**config.mk**
```make
export PLATFORM = sky130hd
export DESIGN_NAME = pwm_output_protect_control
export DESIGN_NICKNAME = d
export VERILOG_FILES = /design/src/pwm_protect_pkg.sv /design/src/brake_debounce.sv /design/src/pwm_output_protect_control.sv
export SDC_FILE = /design/constraint.sdc
export NUM_CORES = 1
export LEC_CHECK = 0
export CELL_PAD_IN_SITES_DETAIL_PLACEMENT = 1
export CELL_PAD_IN_SITES_GLOBAL_PLACEMENT = 1
export CORE_MARGIN = 5
export CORE_UTILIZATION = 30
export DETAILED_ROUTE_END_ITERATION = 6
export DONT_BUFFER_PORTS = 1
export PLACE_DENSITY_LB_ADDON = 0.1
export SKIP_LAST_GASP = 1
export SLEW_MARGIN = 20
export SYNTH_ARGS = -nofsm -noshare
export SYNTH_HDL_FRONTEND = slang
export SYNTH_SLANG_ARGS = --single-unit
```
**constraint.sdc**
```tcl
create_clock -name pclk -period 3.4 [get_ports pclk]
set_input_delay 0.34 -clock pclk [delete_from_list [all_inputs] [get_ports pclk]]
set_output_delay 0.34 -clock pclk [all_outputs]
set_load 0.05 [all_outputs]
```
**src/pwm_protect_pkg.sv**
```systemverilog
// Constants, register map and field layout for the PWM output protection block.
// Assumes a 32-bit APB slave where each register index maps to byte address 4 * index.
package pwm_protect_pkg;
  localparam int NUM_CH_DEF = 6;
  localparam int DEBOUNCE_CYCLES = 8;
  localparam int REG_W = 8;
  localparam int ADDR_W = 12;
  localparam logic [9:0] IDX_RUN_CONTROL = 10'h0D7;
  localparam logic [9:0] IDX_MASK_ENABLE = 10'h0D8;
  localparam logic [9:0] IDX_MASK_LEVEL = 10'h0D9;
  localparam logic [9:0] IDX_POLARITY = 10'h0DA;
  localparam logic [9:0] IDX_BRAKE_DATA = 10'h0DB;
  localparam logic [9:0] IDX_WAVE_CONFIG = 10'h0DC;
  localparam logic [9:0] IDX_POINT_CONFIG = 10'h0DD;
  localparam logic [9:0] IDX_IRQ_ENABLE = 10'h0DE;
  localparam int RUN_BIT = 7;
  localparam int LOAD_BIT = 6;
  localparam int PFLAG_BIT = 5;
  localparam int CLEAR_BIT = 4;
  localparam int BRAKE_FLAG_BIT = 7;
  localparam int BRAKE_EDGE_BIT = 6;
  localparam int BRAKE_IN_EN_BIT = 3;
  localparam int CENTER_TYPE_BIT = 4;
  localparam int BRAKE_IRQ_EN_BIT = 5;
  localparam int SEL_LSB = 0;
  localparam int SEL_W = 3;
  localparam int TYP_LSB = 4;
  localparam int TYP_W = 2;
  localparam logic [7:0] RESET_BYTE = 8'h00;
  typedef enum logic [1:0] {
    POINT_RISE,
    POINT_FALL,
    POINT_CENTER,
    POINT_END
  } point_type_t;
endpackage : pwm_protect_pkg

```
**src/brake_debounce.sv**
```systemverilog
// Three-stage synchroniser and stability filter for the external fault brake pin.
// Assumes the pin is asynchronous to pclk.
`timescale 1ns/1ps
module brake_debounce #(
  parameter int STABLE_CYCLES = 8
) (
  input wire logic pclk,
  input wire logic presetn,
  input wire logic pin_async,
  output logic level
);
  localparam int CNT_W = $clog2(STABLE_CYCLES + 1);
  localparam logic [CNT_W-1:0] CNT_LAST = CNT_W'(STABLE_CYCLES - 1);

  typedef struct packed {
    logic s1;
    logic s2;
    logic s3;
    logic [CNT_W-1:0] count;
    logic level;
  } deb_state_t;

  deb_state_t st_reg;
  deb_state_t st_next;

  if (STABLE_CYCLES < 2) begin : g_bad_len
    $error("brake_debounce needs at least two stable cycles");
  end

  // The level moves only after the synchronised pin differs from it for the whole window.
  always_comb begin
    st_next = st_reg;
    st_next.s1 = pin_async;
    st_next.s2 = st_reg.s1;
    st_next.s3 = st_reg.s2;
    if ((st_reg.s2 == st_reg.s3) && (st_reg.s3 != st_reg.level)) begin
      if (st_reg.count == CNT_LAST) begin
        st_next.level = st_reg.s3;
        st_next.count = '0;
      end else begin
        st_next.count = st_reg.count + CNT_W'(1);
      end
    end else begin
      st_next.count = '0;
    end
  end

  always_ff @(posedge pclk or negedge presetn) begin
    if (!presetn) begin
      st_reg <= '0;
    end else begin
      st_reg <= st_next;
    end
  end

  assign level = st_reg.level;

  a_debounce_window: assert property (@(posedge pclk) disable iff (!presetn)
    $changed(st_reg.level) |-> $past(st_reg.s3, STABLE_CYCLES) == st_reg.level)
    else $error("debounced level moved without a full stable window");
endmodule : brake_debounce

```
**src/pwm_output_protect_control.sv**
```systemverilog
// Output stage of a six-channel PWM unit: masking, fault brake, polarity, flags and run control.
// Assumes generator signals and counter point pulses arrive on pclk; the brake pin is async.
//
// Local design decision: the APB interface to the registers.
`timescale 1ns/1ps
module pwm_output_protect_control
  import pwm_protect_pkg::*;
#(
  parameter int NUM_CH = NUM_CH_DEF
) (
  input wire logic pclk,
  input wire logic presetn,
  input wire logic psel,
  input wire logic penable,
  input wire logic pwrite,
  input wire logic [ADDR_W-1:0] paddr,
  input wire logic [31:0] pwdata,
  output logic [31:0] prdata,
  output logic pready,
  output logic pslverr,
  input wire logic [NUM_CH-1:0] gen_signal,
  input wire logic period_complete,
  input wire logic counter_center_point,
  input wire logic counter_end_point,
  input wire logic fault_brake_input,
  input wire logic adc_compare_event,
  output logic [NUM_CH-1:0] pwm_out,
  output logic generator_run,
  output logic counter_reset,
  output logic buffer_reload,
  output logic period_irq,
  output logic brake_irq
);
  if (NUM_CH < 1 || NUM_CH > 6) begin : g_bad_ch
    $error("channel count must be 1 to 6 to fit the byte registers");
  end

  typedef struct packed {
    logic run;
    logic load_pend;
    logic period_flag;
    logic clr_pend;
    logic [NUM_CH-1:0] mask_en;
    logic [NUM_CH-1:0] mask_lvl;
    logic [NUM_CH-1:0] polarity;
    logic [NUM_CH-1:0] brake_data;
    logic brake_edge_sel;
    logic brake_flag;
    logic brake_in_en;
    logic center_type;
    logic [SEL_W-1:0] int_sel;
    logic [TYP_W-1:0] int_typ;
    logic brake_irq_en;
    logic brake_state;
    logic brake_level_q;
    logic [NUM_CH-1:0] gen_q;
    logic [NUM_CH-1:0] out;
    logic cnt_reset;
    logic reload;
    logic p_irq;
    logic b_irq;
    logic [31:0] rdata;
    logic ready;
    logic slverr;
  } ctl_state_t;

  ctl_state_t st_reg;
  ctl_state_t st_next;
  logic brake_level;
  logic [9:0] idx;
  logic wr_en;
  logic run_wr;
  logic run_set;
  logic load_set;
  logic clr_set;
  logic pin_event;
  logic brake_event;
  logic point_hit;
  logic sel_valid;
  logic [REG_W-1:0] wbyte;
  logic [REG_W-1:0] rbyte;
  logic mapped;

  brake_debounce #(
    .STABLE_CYCLES(DEBOUNCE_CYCLES)
  ) u_debounce (
    .pclk(pclk),
    .presetn(presetn),
    .pin_async(fault_brake_input),
    .level(brake_level)
  );

  always_comb begin
    idx = paddr[ADDR_W-1:2];
    wbyte = pwdata[REG_W-1:0];
    wr_en = psel && penable && pready && pwrite;
    run_wr = wr_en && (idx == IDX_RUN_CONTROL);
    run_set = run_wr && wbyte[RUN_BIT];
    load_set = run_wr && wbyte[LOAD_BIT];
    clr_set = run_wr && wbyte[CLEAR_BIT];
    // Rising edge when the select bit is one, falling edge when it is zero.
    pin_event = st_reg.brake_in_en &&
      (brake_level != st_reg.brake_level_q) && (brake_level == st_reg.brake_edge_sel);
    brake_event = pin_event || adc_compare_event;
    sel_valid = int'(st_reg.int_sel) < NUM_CH;
    point_hit = 1'b0;
    if (sel_valid) begin
      case (point_type_t'(st_reg.int_typ))
        POINT_RISE: point_hit = gen_signal[st_reg.int_sel] && !st_reg.gen_q[st_reg.int_sel];
        POINT_FALL: point_hit = !gen_signal[st_reg.int_sel] && st_reg.gen_q[st_reg.int_sel];
        POINT_CENTER: point_hit = st_reg.center_type && counter_center_point;
        POINT_END: point_hit = st_reg.center_type && counter_end_point;
        default: point_hit = 1'b0;
      endcase
    end
    mapped = 1'b1;
    rbyte = RESET_BYTE;
    case (idx)
      IDX_RUN_CONTROL: begin
        rbyte[RUN_BIT] = st_reg.run;
        rbyte[LOAD_BIT] = st_reg.load_pend;
        rbyte[PFLAG_BIT] = st_reg.period_flag;
        rbyte[CLEAR_BIT] = st_reg.clr_pend;
      end
      IDX_MASK_ENABLE: rbyte[NUM_CH-1:0] = st_reg.mask_en;
      IDX_MASK_LEVEL: rbyte[NUM_CH-1:0] = st_reg.mask_lvl;
      IDX_POLARITY: rbyte[NUM_CH-1:0] = st_reg.polarity;
      IDX_BRAKE_DATA: begin
        rbyte[NUM_CH-1:0] = st_reg.brake_data;
        rbyte[BRAKE_EDGE_BIT] = st_reg.brake_edge_sel;
        rbyte[BRAKE_FLAG_BIT] = st_reg.brake_flag;
      end
      IDX_WAVE_CONFIG: begin
        rbyte[BRAKE_IN_EN_BIT] = st_reg.brake_in_en;
        rbyte[CENTER_TYPE_BIT] = st_reg.center_type;
      end
      IDX_POINT_CONFIG: begin
        rbyte[SEL_LSB +: SEL_W] = st_reg.int_sel;
        rbyte[TYP_LSB +: TYP_W] = st_reg.int_typ;
      end
      IDX_IRQ_ENABLE: rbyte[BRAKE_IRQ_EN_BIT] = st_reg.brake_irq_en;
      default: mapped = 1'b0;
    endcase
  end

  always_comb begin
    st_next = st_reg;
    st_next.brake_level_q = brake_level;
    st_next.gen_q = gen_signal;
    st_next.cnt_reset = 1'b0;
    st_next.reload = 1'b0;
    // Zero-wait slave: read data and ready are loaded in the setup cycle.
    st_next.ready = psel && !penable;
    st_next.rdata = '0;
    st_next.slverr = 1'b0;
    if (psel && !penable) begin
      st_next.rdata = {{(32 - REG_W){1'b0}}, rbyte};
      st_next.slverr = !mapped;
    end
    if (wr_en) begin
      case (idx)
        IDX_RUN_CONTROL: begin
          st_next.run = wbyte[RUN_BIT];
          // Flag bits clear on a written zero; a written one leaves them alone.
          if (!wbyte[PFLAG_BIT]) begin
            st_next.period_flag = 1'b0;
          end
        end
        IDX_MASK_ENABLE: st_next.mask_en = wbyte[NUM_CH-1:0];
        IDX_MASK_LEVEL: st_next.mask_lvl = wbyte[NUM_CH-1:0];
        IDX_POLARITY: st_next.polarity = wbyte[NUM_CH-1:0];
        IDX_BRAKE_DATA: begin
          st_next.brake_data = wbyte[NUM_CH-1:0];
          st_next.brake_edge_sel = wbyte[BRAKE_EDGE_BIT];
          if (!wbyte[BRAKE_FLAG_BIT]) begin
            st_next.brake_flag = 1'b0;
          end
        end
        IDX_WAVE_CONFIG: begin
          st_next.brake_in_en = wbyte[BRAKE_IN_EN_BIT];
          st_next.center_type = wbyte[CENTER_TYPE_BIT];
        end
        IDX_POINT_CONFIG: begin
          st_next.int_sel = wbyte[SEL_LSB +: SEL_W];
          st_next.int_typ = wbyte[TYP_LSB +: TYP_W];
        end
        IDX_IRQ_ENABLE: st_next.brake_irq_en = wbyte[BRAKE_IRQ_EN_BIT];
        default: st_next.run = st_reg.run;
      endcase
    end
    // A pending reload completes at period end; a new request in that cycle stays pending.
    if (st_reg.load_pend && period_complete) begin
      st_next.load_pend = 1'b0;
      st_next.reload = 1'b1;
    end
    if (load_set) begin
      st_next.load_pend = 1'b1;
    end
    if (st_reg.clr_pend) begin
      st_next.clr_pend = 1'b0;
      st_next.cnt_reset = 1'b1;
    end
    if (clr_set) begin
      st_next.clr_pend = 1'b1;
    end
    // Writing run high releases the brake; the flag alone never does.
    if (run_set) begin
      st_next.brake_state = 1'b0;
    end
    if (point_hit) begin
      st_next.period_flag = 1'b1;
    end
    // A brake event in the same cycle as a run write wins, keeping the outputs safe.
    if (brake_event) begin
      st_next.brake_state = 1'b1;
      st_next.run = 1'b0;
      st_next.cnt_reset = 1'b1;
      st_next.brake_flag = 1'b1;
    end
    for (int ch = 0; ch < NUM_CH; ch++) begin
      if (st_reg.brake_state) begin
        st_next.out[ch] = st_reg.brake_data[ch] ^ st_reg.polarity[ch];
      end else if (st_reg.mask_en[ch]) begin
        st_next.out[ch] = st_reg.mask_lvl[ch] ^ st_reg.polarity[ch];
      end else begin
        st_next.out[ch] = (st_reg.run && gen_signal[ch]) ^ st_reg.polarity[ch];
      end
    end
    st_next.p_irq = st_next.period_flag;
    st_next.b_irq = st_next.brake_flag && st_next.brake_irq_en;
  end

  always_ff @(posedge pclk or negedge presetn) begin
    if (!presetn) begin
      st_reg <= '0;
    end else begin
      st_reg <= st_next;
    end
  end

  assign prdata = st_reg.rdata;
  assign pready = st_reg.ready;
  assign pslverr = st_reg.slverr;
  assign pwm_out = st_reg.out;
  assign generator_run = st_reg.run;
  assign counter_reset = st_reg.cnt_reset;
  assign buffer_reload = st_reg.reload;
  assign period_irq = st_reg.p_irq;
  assign brake_irq = st_reg.b_irq;

  a_brake_run_clear: assert property (@(posedge pclk) disable iff (!presetn)
    brake_event |=> !generator_run && st_reg.brake_state)
    else $error("brake event did not stop the generator");

  a_brake_cnt_reset: assert property (@(posedge pclk) disable iff (!presetn)
    brake_event |=> counter_reset ##1
      ($past(brake_event) || $past(st_reg.clr_pend) || !counter_reset))
    else $error("brake event did not pulse the counter reset");

  a_brake_flag_irq: assert property (@(posedge pclk) disable iff (!presetn)
    (brake_event && st_reg.brake_irq_en && !wr_en) |=> ##1 brake_irq)
    else $error("enabled brake flag did not raise the interrupt");

  a_brake_out_data: assert property (@(posedge pclk) disable iff (!presetn)
    st_reg.brake_state |=> pwm_out == ($past(st_reg.brake_data) ^ $past(st_reg.polarity)))
    else $error("brake state did not drive the brake data");

  a_brake_hold: assert property (@(posedge pclk) disable iff (!presetn)
    (st_reg.brake_state && !run_set) |=> st_reg.brake_state)
    else $error("brake state released without a run write");

  a_pin_ignored: assert property (@(posedge pclk) disable iff (!presetn)
    (!st_reg.brake_in_en && !adc_compare_event && !st_reg.brake_state) |=> !st_reg.brake_state)
    else $error("brake fired while the pin was disabled");

  a_run_release: assert property (@(posedge pclk) disable iff (!presetn)
    (run_set && !brake_event) |=> generator_run && !st_reg.brake_state)
    else $error("run write did not release the brake");

  a_mask_level: assert property (@(posedge pclk) disable iff (!presetn)
    (!st_reg.brake_state && st_reg.mask_en[0]) |=>
      pwm_out[0] == ($past(st_reg.mask_lvl[0]) ^ $past(st_reg.polarity[0])))
    else $error("masked channel did not show its polarity-adjusted level");

  a_reload_done: assert property (@(posedge pclk) disable iff (!presetn)
    (st_reg.load_pend && period_complete && !load_set) |=> !st_reg.load_pend && buffer_reload)
    else $error("reload did not complete at period end");

  a_clear_pulse: assert property (@(posedge pclk) disable iff (!presetn)
    clr_set |=> st_reg.clr_pend ##1 counter_reset)
    else $error("counter clear request did not reset the counter");

  a_edge_only: assert property (@(posedge pclk) disable iff (!presetn)
    (!st_reg.center_type && st_reg.int_typ[1] && !st_reg.period_flag) |=> !st_reg.period_flag)
    else $error("center or end point flagged in edge-aligned type");

  a_brake_flag_set: assert property (@(posedge pclk) disable iff (!presetn)
    brake_event |=> st_reg.brake_flag)
    else $error("brake event did not set the brake flag");

  a_flag_set_wins: assert property (@(posedge pclk) disable iff (!presetn)
    point_hit |=> st_reg.period_flag)
    else $error("selected point did not set the period flag");

  a_load_pending: assert property (@(posedge pclk) disable iff (!presetn)
    load_set |=> st_reg.load_pend)
    else $error("reload request was not held pending");

  a_polarity_out: assert property (@(posedge pclk) disable iff (!presetn)
    (!st_reg.brake_state && !st_reg.mask_en[0]) |=>
      pwm_out[0] == ($past(st_reg.run && gen_signal[0]) ^ $past(st_reg.polarity[0])))
    else $error("unmasked channel did not show its polarity-adjusted signal");

  a_brake_irq_gate: assert property (@(posedge pclk) disable iff (!presetn)
    brake_irq |-> (st_reg.brake_flag && st_reg.brake_irq_en))
    else $error("brake interrupt raised without an enabled flag");

  a_period_irq_flag: assert property (@(posedge pclk) disable iff (!presetn)
    period_irq == st_reg.period_flag)
    else $error("period interrupt does not follow the period flag");

  a_clear_self: assert property (@(posedge pclk) disable iff (!presetn)
    (st_reg.clr_pend && !clr_set) |=> !st_reg.clr_pend)
    else $error("counter clear bit did not clear itself");
endmodule : pwm_output_protect_control

```
==> results of run 1 <==
-- cell type report --
| class | instances | area [um2] |
|---|---|---|
| Fill cell | 1354 | 8090 |
| Sequential cell | 73 | 1830 |
| Multi-Input combinational cell | 213 | 1610 |
| Clock buffer | 13 | 240 |
| Tap cell | 168 | 210 |
| Clock inverter | 3 | 65.1 |
| Timing Repair Buffer | 4 | 52.6 |
| Inverter | 6 | 22.5 |
-- kinds of logic (layout without fill, tap and decap cells) --
family,Yosys count,after routing,share of synthesized area [%]
buffers and inverters,58,26,10.4
DFF,73,73,48.9
AOI/OAI and AO/OA,49,49,8.98
adders and majority gates,1,1,0.335
muxes,47,47,16.0
other,1,24,0.100
xor gates and xnor gates,7,7,1.64
and+or+nand+nor,85,85,13.6
-- metal layers --
layer  global-route usage, %  vias up
met5                       0        -
met4                    4.97        0
met3                    4.09        8
met2                    20.8       64
met1                    18.3     1161
li1                        -     1064
-- worst max-delay path, delay by kind of cell (launching register included) --
family | cells | cell delay [ns]
AND/OR/NAND/NOR | 3 | 1.32
multiplexers | 1 | 0.41
flip-flops | 1 | 0.63
-- through the flow --
step | cell area, um2 | utilization (%)
5_1_grt | 4020 | 33.2
4_1_cts | 4020 | 33.2
3_5_place_dp | 3680 | 30.4
6_report | 4020 | 33.2
2_1_floorplan | 3820 | -
3_3_place_gp | 3680 | 30.4
-- cell usage after synthesis (2+ instances only) --
master and number:
nand3b_1 10, buf_2 5, dfrtp_1 73, a22oi_1 4, xnor2_1 7, nor3b_1 2
nor3_1 5, mux2_2 34, buf_4 39, inv_1 6, buf_6 2, mux4_2 4
mux2i_1 2, nor2b_1 7, nand4_1 3, a21oi_1 18, a221oi_1 2, nand2b_1 4
nand2_1 22, mux2_4 7, a21boi_0 2, clkbuf_1 4, nand3_1 3, nand4b_1 3
nor2_1 12, and2_1 3, nor4_1 3, o21ai_0 3, a32oi_1 3, a41oi_1 2
-- power groups by stage --
stage	Combinational, W	Clock, W	Sequential, W
after floorplan	0.000126	0	0.000904
after global placement	0.0000981	0	0.000905
after detailed placement	0.0000985	0	0.000906
after CTS	0.000123	0.00103	0.000890
after global routing	0.000132	0.00107	0.000890
final	0.000120	0.00101	0.000890
-- worst max path at each step --
stage	startpoint	end	slack, ns	depth (start not counted)
after floorplan	pready	st_reg[61]	1.43	4
after global placement	pready	st_reg[69]	0.91	4
after detailed placement	pready	st_reg[73]	0.90	4
after CTS	pready	st_reg[73]	0.88	4
after global routing	pready	st_reg[71]	0.81	4
final	pready	st_reg[73]	0.92	4
-- layout by cell type (no fill, tap or decap), types with 4 or more instances in the layout --
cell type  netlist  layout
nor2b_1          7       7
mux4_2           4       4
nor3_1           5       5
nand2_1         22      22
inv_1            6       6
clkbuf_16        0       9
a22oi_1          4       4
nand3b_1        10      10
dfrtp_1         73      73
nand2b_1         4       4
xnor2_1          7       7
conb_1           1      24
a21oi_1         18      18
mux2_4           7       7
nor2_1          12      12
clkbuf_1         4       4
mux2_2          34      34
==> flow_summary.ini, run 1 <==
[clocking]
cts_root_buffer = clkbuf_16
cts-htree-levels = 3
clock_latency_ns = 0.34
clk_pin_slew_ns = 0.06
cts_tree = done
cts_hold_buf = 2
post_cts_resized = 0
cts_sinks = 73
clockBufferDepth = 2
numCtsBuffers = 9
postCtsSetupRepairBufs = 0

[place]
globalplace.congestion = 0.700
dp_hpwl_um = 6490
place_ws_ns = 0.902
dp_cells = 462
io_buffers = 0

[route]
drc = 0
wl_met3_um = 600
drt_wl_total_um = 9600
wl_per_cell_um = 20.0
via_count = 2297
first_pass_iters = 4
drt-met1-wl_um = 4440
via_per_inst = 4.79
met2_length_um = 4420
drt_iter0_markers = 101
ant_nets = 0
highest_layer = met4

[floorplanning]
ios = 105
start_util_pct = 30.8
rows = 40
core-area_um2 = 12100
die_height_um = 122
die_w_um = 122
die-area_um2 = 14800

[sta]
drv_slew = 0
tightest_slew_ns = 0.854
fmax_mhz = 403
fin_crit_ns = 2.48
maxSlewHeadroom_pct = 43.1
finalWorstSetupSlack_ns = 0.920
fin_hold_ws_ns = 0.0308
hold_violations = 0
rsz0062_at_grt = no
finalCritPeriodShare_pct = 72.9
setup_viol = 0
skew_ns = 0.00799
setup_tns_ns = 0

[logic_synthesis]
synthTopCellsByArea = dfrtp_1, mux2_2, buf_4, mux2_4, a21oi_1
synth.top_cell.area_share_pct = 48.9
async_flop_share_pct = 100
ys_types = 57
ys_warn_count = 0
ys.flop_type = dfrtp_1
synth_area_leader_cell = dfrtp_1
synth_cells = 321
ys_seq_area_share_pct = 48.9
syn_area_per_cell_um2 = 11.6
synth_edf_count = 0
ys_ff_latch = 73
syn_area_um2 = 3730

[worst_setup_path]
crit_arrival_ns = 2.70
worstSetupEndpointType = register
cp.required_ns = 3.62
worstRegToRegCells = 4
crit_chain = nand4_1, nor3_4, nor4b_4, mux2_2
critPathLaunchType = register
crit_slowest_cell = nor4b_4
rrSetupSlack_ns = 0.92
criticalPathCategory = reg2reg
cp_slowest_stage_delay_ns = 0.68
critPathMaxFanout = 6
regToRegStartpoint = pready
r2r_end = st_reg[73]

[finish]
diodes = 0
area_growth_syn_to_layout_pct = 7.77
layout-drive-gt1-share_pct = 21.2
largest_reg_flops = 44
nets = 368
finalNonFillerCells = 480

[global_route]
overflow = 0
antenna_found_initial = 0
grt_usage_pct = 13.6
grt_pass1_wl_um = 14900
grt_pass1_vias = 2403
grt_max_degree = 74

[power_and_ir_drop]
p_int_w = 0.00155
peakVddDrop_v = 0.000188
pwr-share-seq_pct = 44.0
switching_share_pct = 23.5
power.switching_w = 0.000476
combPwrFrac_pct = 6.0
power.total_w = 0.00202
clockPowerShare_pct = 50.0
p_leak_nw = 1.76
powerDensity_nw_per_um2 = 502

[hold_path]
hold_path.startpoint = gen_signal[4]
min_to = st_reg[48]
hold_depth = 0
hold_path_class = in2reg

[status]
status = completed

[flow_run]
max_cap_viol_count = 0
Note: power is estimated with default switching activity, not from simulation.
==> run 2, diff against run 1 <==
Clock period 3.4 ns to 2.5 ns, I/O delays scaled along.
==> run 2 against run 1 <==
  * Utilization is 1.1 points higher
  * Critical endpoint is now st_reg[69]
  * Hold slack better by 0.0030 ns
  * Non-clock buffer count is 11 higher
  * Via count is 1.1% higher
  * Sequential share of layout area is 1.5 points lower
==> flow_summary.ini, run 2 (synthesis results as in run 1) <==
[finish]
layout-drive-gt1-share_pct = 22.9
area_growth_syn_to_layout_pct = 11.5
final_cell_mix = dfrtp_1, mux2_2, conb_1
mostFrequentLayoutCell = dfrtp_1
nFillCells = 1332
final_util_pct = 34.4
finalNonFillerCells = 491
nets = 379
diodes = 0
largest_reg_flops = 44

[route]
via_per_inst = 4.73
drt_wl_total_um = 9450
first_pass_iters = 6
drt_iter0_markers = 113
via_count = 2322
drc = 0
wl_per_cell_um = 19.2
ant_nets = 0

[clocking]
cts_sinks = 73
clockBufferDepth = 2
cts_tree = done
numCtsBuffers = 9
clock_latency_ns = 0.34
cts_root_buffer = clkbuf_16
cts-htree-levels = 3
clk_pin_slew_ns = 0.06

[power_and_ir_drop]
p_leak_nw = 1.83
peakVddDrop_v = 0.000217
powerDensity_nw_per_um2 = 692

[floorplanning]
start_util_pct = 30.8
die-area_um2 = 14800
rows = 40
core-area_um2 = 12100
die_w_um = 122
ios = 105
die_height_um = 122

[flow_run]
max_cap_viol_count = 0

[sta]
rsz0062_at_grt = no
setup_tns_ns = 0
tightest_slew_ns = 0.574
hold_violations = 0
fin_crit_ns = 1.83
fmax_mhz = 545
setup_viol = 0
maxSlewHeadroom_pct = 61.7
fin_hold_ws_ns = 0.0338
finalCritPeriodShare_pct = 73.4
drv_slew = 0
skew_ns = 0.00578

[global_route]
antenna_found_initial = 0
overflow = 0
grt_pass1_vias = 2408
grt_usage_pct = 13.3
grt_max_degree = 74
grt_pass1_wl_um = 14600

[worst_setup_path]
critPathLaunchType = register
crit_arrival_ns = 2.06
criticalPathCategory = reg2reg
worstRegToRegCells = 5
worstSetupEndpointType = register
rrSetupSlack_ns = 0.67
regToRegStartpoint = pready
critPathMaxFanout = 5
endpoint = st_reg[69]
cp.required_ns = 2.72
cp-startpoint = pready
r2r_end = st_reg[69]

[place]
io_buffers = 0
globalplace.congestion = 0.700
dp_hpwl_um = 6500
dp_cells = 466

[hold_path]
hold_path.startpoint = period_complete
hold_path_class = in2reg
hold_depth = 1

[status]
status = completed
[run 2: cell types whose count changed in the layout (fill, tap and decap cells not counted)]
cell           change
dlygate4sd3_1      +7
buf_4              +4
clkbuf_1           -4
clkinvlp_4         +2
bufinv_16          +1
clkinv_4           +1
[run 2: worst min path at each step]
stage,slack [ns],endpoint
2_1_floorplan,-0.05,brake_irq
3_3_place_gp,-0.04,u_debounce.st_reg[2]
3_5_place_dp,-0.04,u_debounce.st_reg[2]
4_1_cts,0.03,st_reg[86]
5_1_grt,0.03,st_reg[88]
6_report,0.03,st_reg[88]
[run 2: timing repair]
| action | 4_1_cts | 5_1_grt |
|---|---|---|
| buffers inserted | 0 | 0 |
| hold buffers | 9 | 0 |
| resized for setup | 0 | 0 |
| hold endpoints to repair | 80 | 0 |
[run 2: area by class of cell]
type	count	area, um2	share of cell area (%)
clock inverter	7	119	2.86
sequential	73	1830	43.9
clock buffer	9	225	5.41
inverter	6	22.5	0.541
multi-input combinational	213	1610	38.6
tap	168	210	5.05
timing repair buffer	15	153	3.67
[run 2: per-layer routing]
layer  share of wire, %  vias up  wire length, um  global-route usage, %
li1                   -     1077                -                      -
met5                  0        -                0                      0
met3                5.6        8              533                   3.76
met4                1.4        0              129                   5.04
met2                 46       63             4330                   20.6
met1                 47     1174             4450                   17.8
[run 2: through the flow]
stage / cell area [um2] / setup WS, ns / power, W
6_report: 4160 / 0.665 / 0.00288
5_1_grt: 4160 / 0.552 / 0.00299
4_1_cts: 4160 / 0.648 / 0.00293
3_5_place_dp: 3710 / 0.578 / 0.00137
3_3_place_gp: 3710 / 0.555 / 0.00137
2_1_floorplan: 3820 / 0.526 / 0.00140
[run 2: power breakdown]
part	internal, W	total, W	switching, W	leakage, nW
registers	0.00119	0.00121	0.0000129	0.978
logic	0.0000416	0.000177	0.000135	0.687
clock network	0.000974	0.00150	0.000522	0.162
total	0.00221	0.00288	0.000670	1.83
[run 2: critical path: stages (launching register included)]
cell and delay, ns:
dfrtp_1 0.34, nand4_1 0.24, nor3_4 0.28, nor4b_4 0.31, buf_4 0.22, mux2_2 0.33
==> run 3, diff against run 2 <==
Clock period 2.5 ns to 1.89 ns, I/O delays scaled along.
==> run 3 against run 2 <==
  * The run now ends with hold timing left
  * Routed wire length rose by 2.7%
  * Clock power rose by 20%
  * Hold slack got worse by 0.49 ns
  * Count of clock-buffer cells in the layout rose by 4
  * Via count rose by 3.3%
  * Global-route usage rose by 0.31 points
  * Non-clock buffer count rose by 19
  * Sequential cell count did not move
  * Fmax rose by 1.1%
  * Die area did not move
  * First-iteration DRC count fell by 37%
  * Register-to-register slack got worse by 0.59 ns
  * Critical endpoint is now period_irq
==> flow_summary.ini, run 3 (synthesis results as in run 1) <==
[status]
status = finished, violations left
violations = hold timing

[floorplanning]
ios = 105
start_util_pct = 30.8
die_height_um = 122
rows = 40
die-area_um2 = 14800
die_w_um = 122
core-area_um2 = 12100

[sta]
finalCritPeriodShare_pct = 96.0
maxSlewHeadroom_pct = 62.3
fin_hold_ws_ns = -0.454
rsz0062_at_grt = no
finalWorstSetupSlack_ns = 0.0748
fin_crit_ns = 1.82
tightest_slew_ns = 0.566
setup_tns_ns = 0
fmax_mhz = 551
hold_violations = 73
setup_viol = 0
drv_slew = 0
skew_ns = 0.00281

[route]
drc = 0
ant_nets = 0
wl_per_cell_um = 19.1
via_per_inst = 4.71
via_count = 2399
drt_wl_total_um = 9700
drt_iter0_markers = 71
first_pass_iters = 4

[clocking]
cts_tree = done
clockBufferDepth = 2
cts-htree-levels = 3
clk_pin_slew_ns = 0.06
clock_latency_ns = 0.33
cts_hold_buf = 18
cts_sinks = 73
post_cts_resized = 0
numCtsBuffers = 9
cts_root_buffer = clkbuf_16

[finish]
final_cell_mix = dfrtp_1, mux2_2, conb_1
nets = 398
diodes = 0
largest_reg_flops = 44
mostFrequentLayoutCell = dfrtp_1
layout-drive-gt1-share_pct = 24.3
area_growth_syn_to_layout_pct = 15.0

[place]
dp_hpwl_um = 6690
io_buffers = 0
place_ws_ns = 0.0468
globalplace.congestion = 0.695

[power_and_ir_drop]
peakVddDrop_v = 0.000389
p_leak_nw = 1.90
powerDensity_nw_per_um2 = 844
power.total_w = 0.00362

[worst_setup_path]
worstSetupEndpointType = register
crit_arrival_ns = 2.03
critPathLaunchType = register
critPathMaxFanout = 8
criticalPathCategory = reg2reg
cp.required_ns = 2.11

[flow_run]
max_cap_viol_count = 0

[hold_path]
hold_path_class = in2async

[global_route]
grt_max_degree = 74
grt_usage_pct = 13.6
overflow = 0
grt_pass1_vias = 2607
antenna_found_initial = 0
grt_pass1_wl_um = 15000
## run 3: changes by cell type in the layout (fill, tap and decap cells not counted), sizes merged
cell,change
buf,+9
bufinv,-2
clkbuf,+4
clkinv,-1
clkinvlp,-2
dlygate4sd3,+10
## run 3: path summary, 6_finish.rpt
kind	from	endpoint	slack, ns	depth (start not counted)
worst max-delay path	st_reg[55]	period_irq	0.07	4
worst min-delay path	presetn	u_debounce.st_reg[2]	-0.45	0
worst max register to register	st_reg[55]	period_irq	0.07	4
worst min register to register	u_debounce.st_next[6]	u_debounce.st_next[5]	0.35	0
max in group asynchronous	presetn	pready	2.22	0
min in group pclk	paddr[5]	prdata[4]	0.01	2
## run 3: layout make-up
| class | count | area, um2 |
|---|---|---|
| fill | 1351 | 7820 |
| sequential | 73 | 1830 |
| multi-input combinational | 213 | 1610 |
| timing repair buffer | 34 | 313 |
| clock buffer | 13 | 280 |
| tap | 168 | 210 |
| clock inverter | 2 | 35.0 |
| inverter | 6 | 22.5 |
## run 3: metal layers
| layer | global-route usage [%] | vias up | share of wire (%) |
|---|---|---|---|
| met5 | 0 | - | 0 |
| met3 | 2.79 | 15 | 5.4 |
| met1 | 19.1 | 1196 | 48 |
| li1 | - | 1115 | - |
| met4 | 7.21 | 0 | 2.5 |
| met2 | 19.8 | 73 | 44 |
## run 3: critical path: stages (launching register included)
cell,delay [ns]
dfrtp_1,0.58
mux2_2,0.40
a222oi_1,0.45
nor4_1,0.11
nand3b_1,0.17
## run 3: repair_timing
| item | CTS | global route |
|---|---|---|
| setup endpoints to repair | 0 | 7 |
| hold endpoints to repair | 118 | 73 |
| buffers inserted | 0 | 3 |
## run 3: stage by stage
| stage | cells | cell area [um2] | utilization, % |
|---|---|---|---|
| finish | 509 | 4300 | 35.5 |
| global route | 509 | 4300 | 35.5 |
| CTS | 506 | 4270 | 35.3 |
| detailed placement | 473 | 3780 | 31.2 |
| global placement | 473 | 3780 | 31.2 |
| floorplan | 344 | 3820 | - |
## run 3: where the power goes
part | leakage [nW] | switching, W | internal, W
combinational | 0.770 | 0.000161 | 0.0000637
sequential | 0.977 | 0.0000171 | 0.00158
clock | 0.158 | 0.000646 | 0.00116
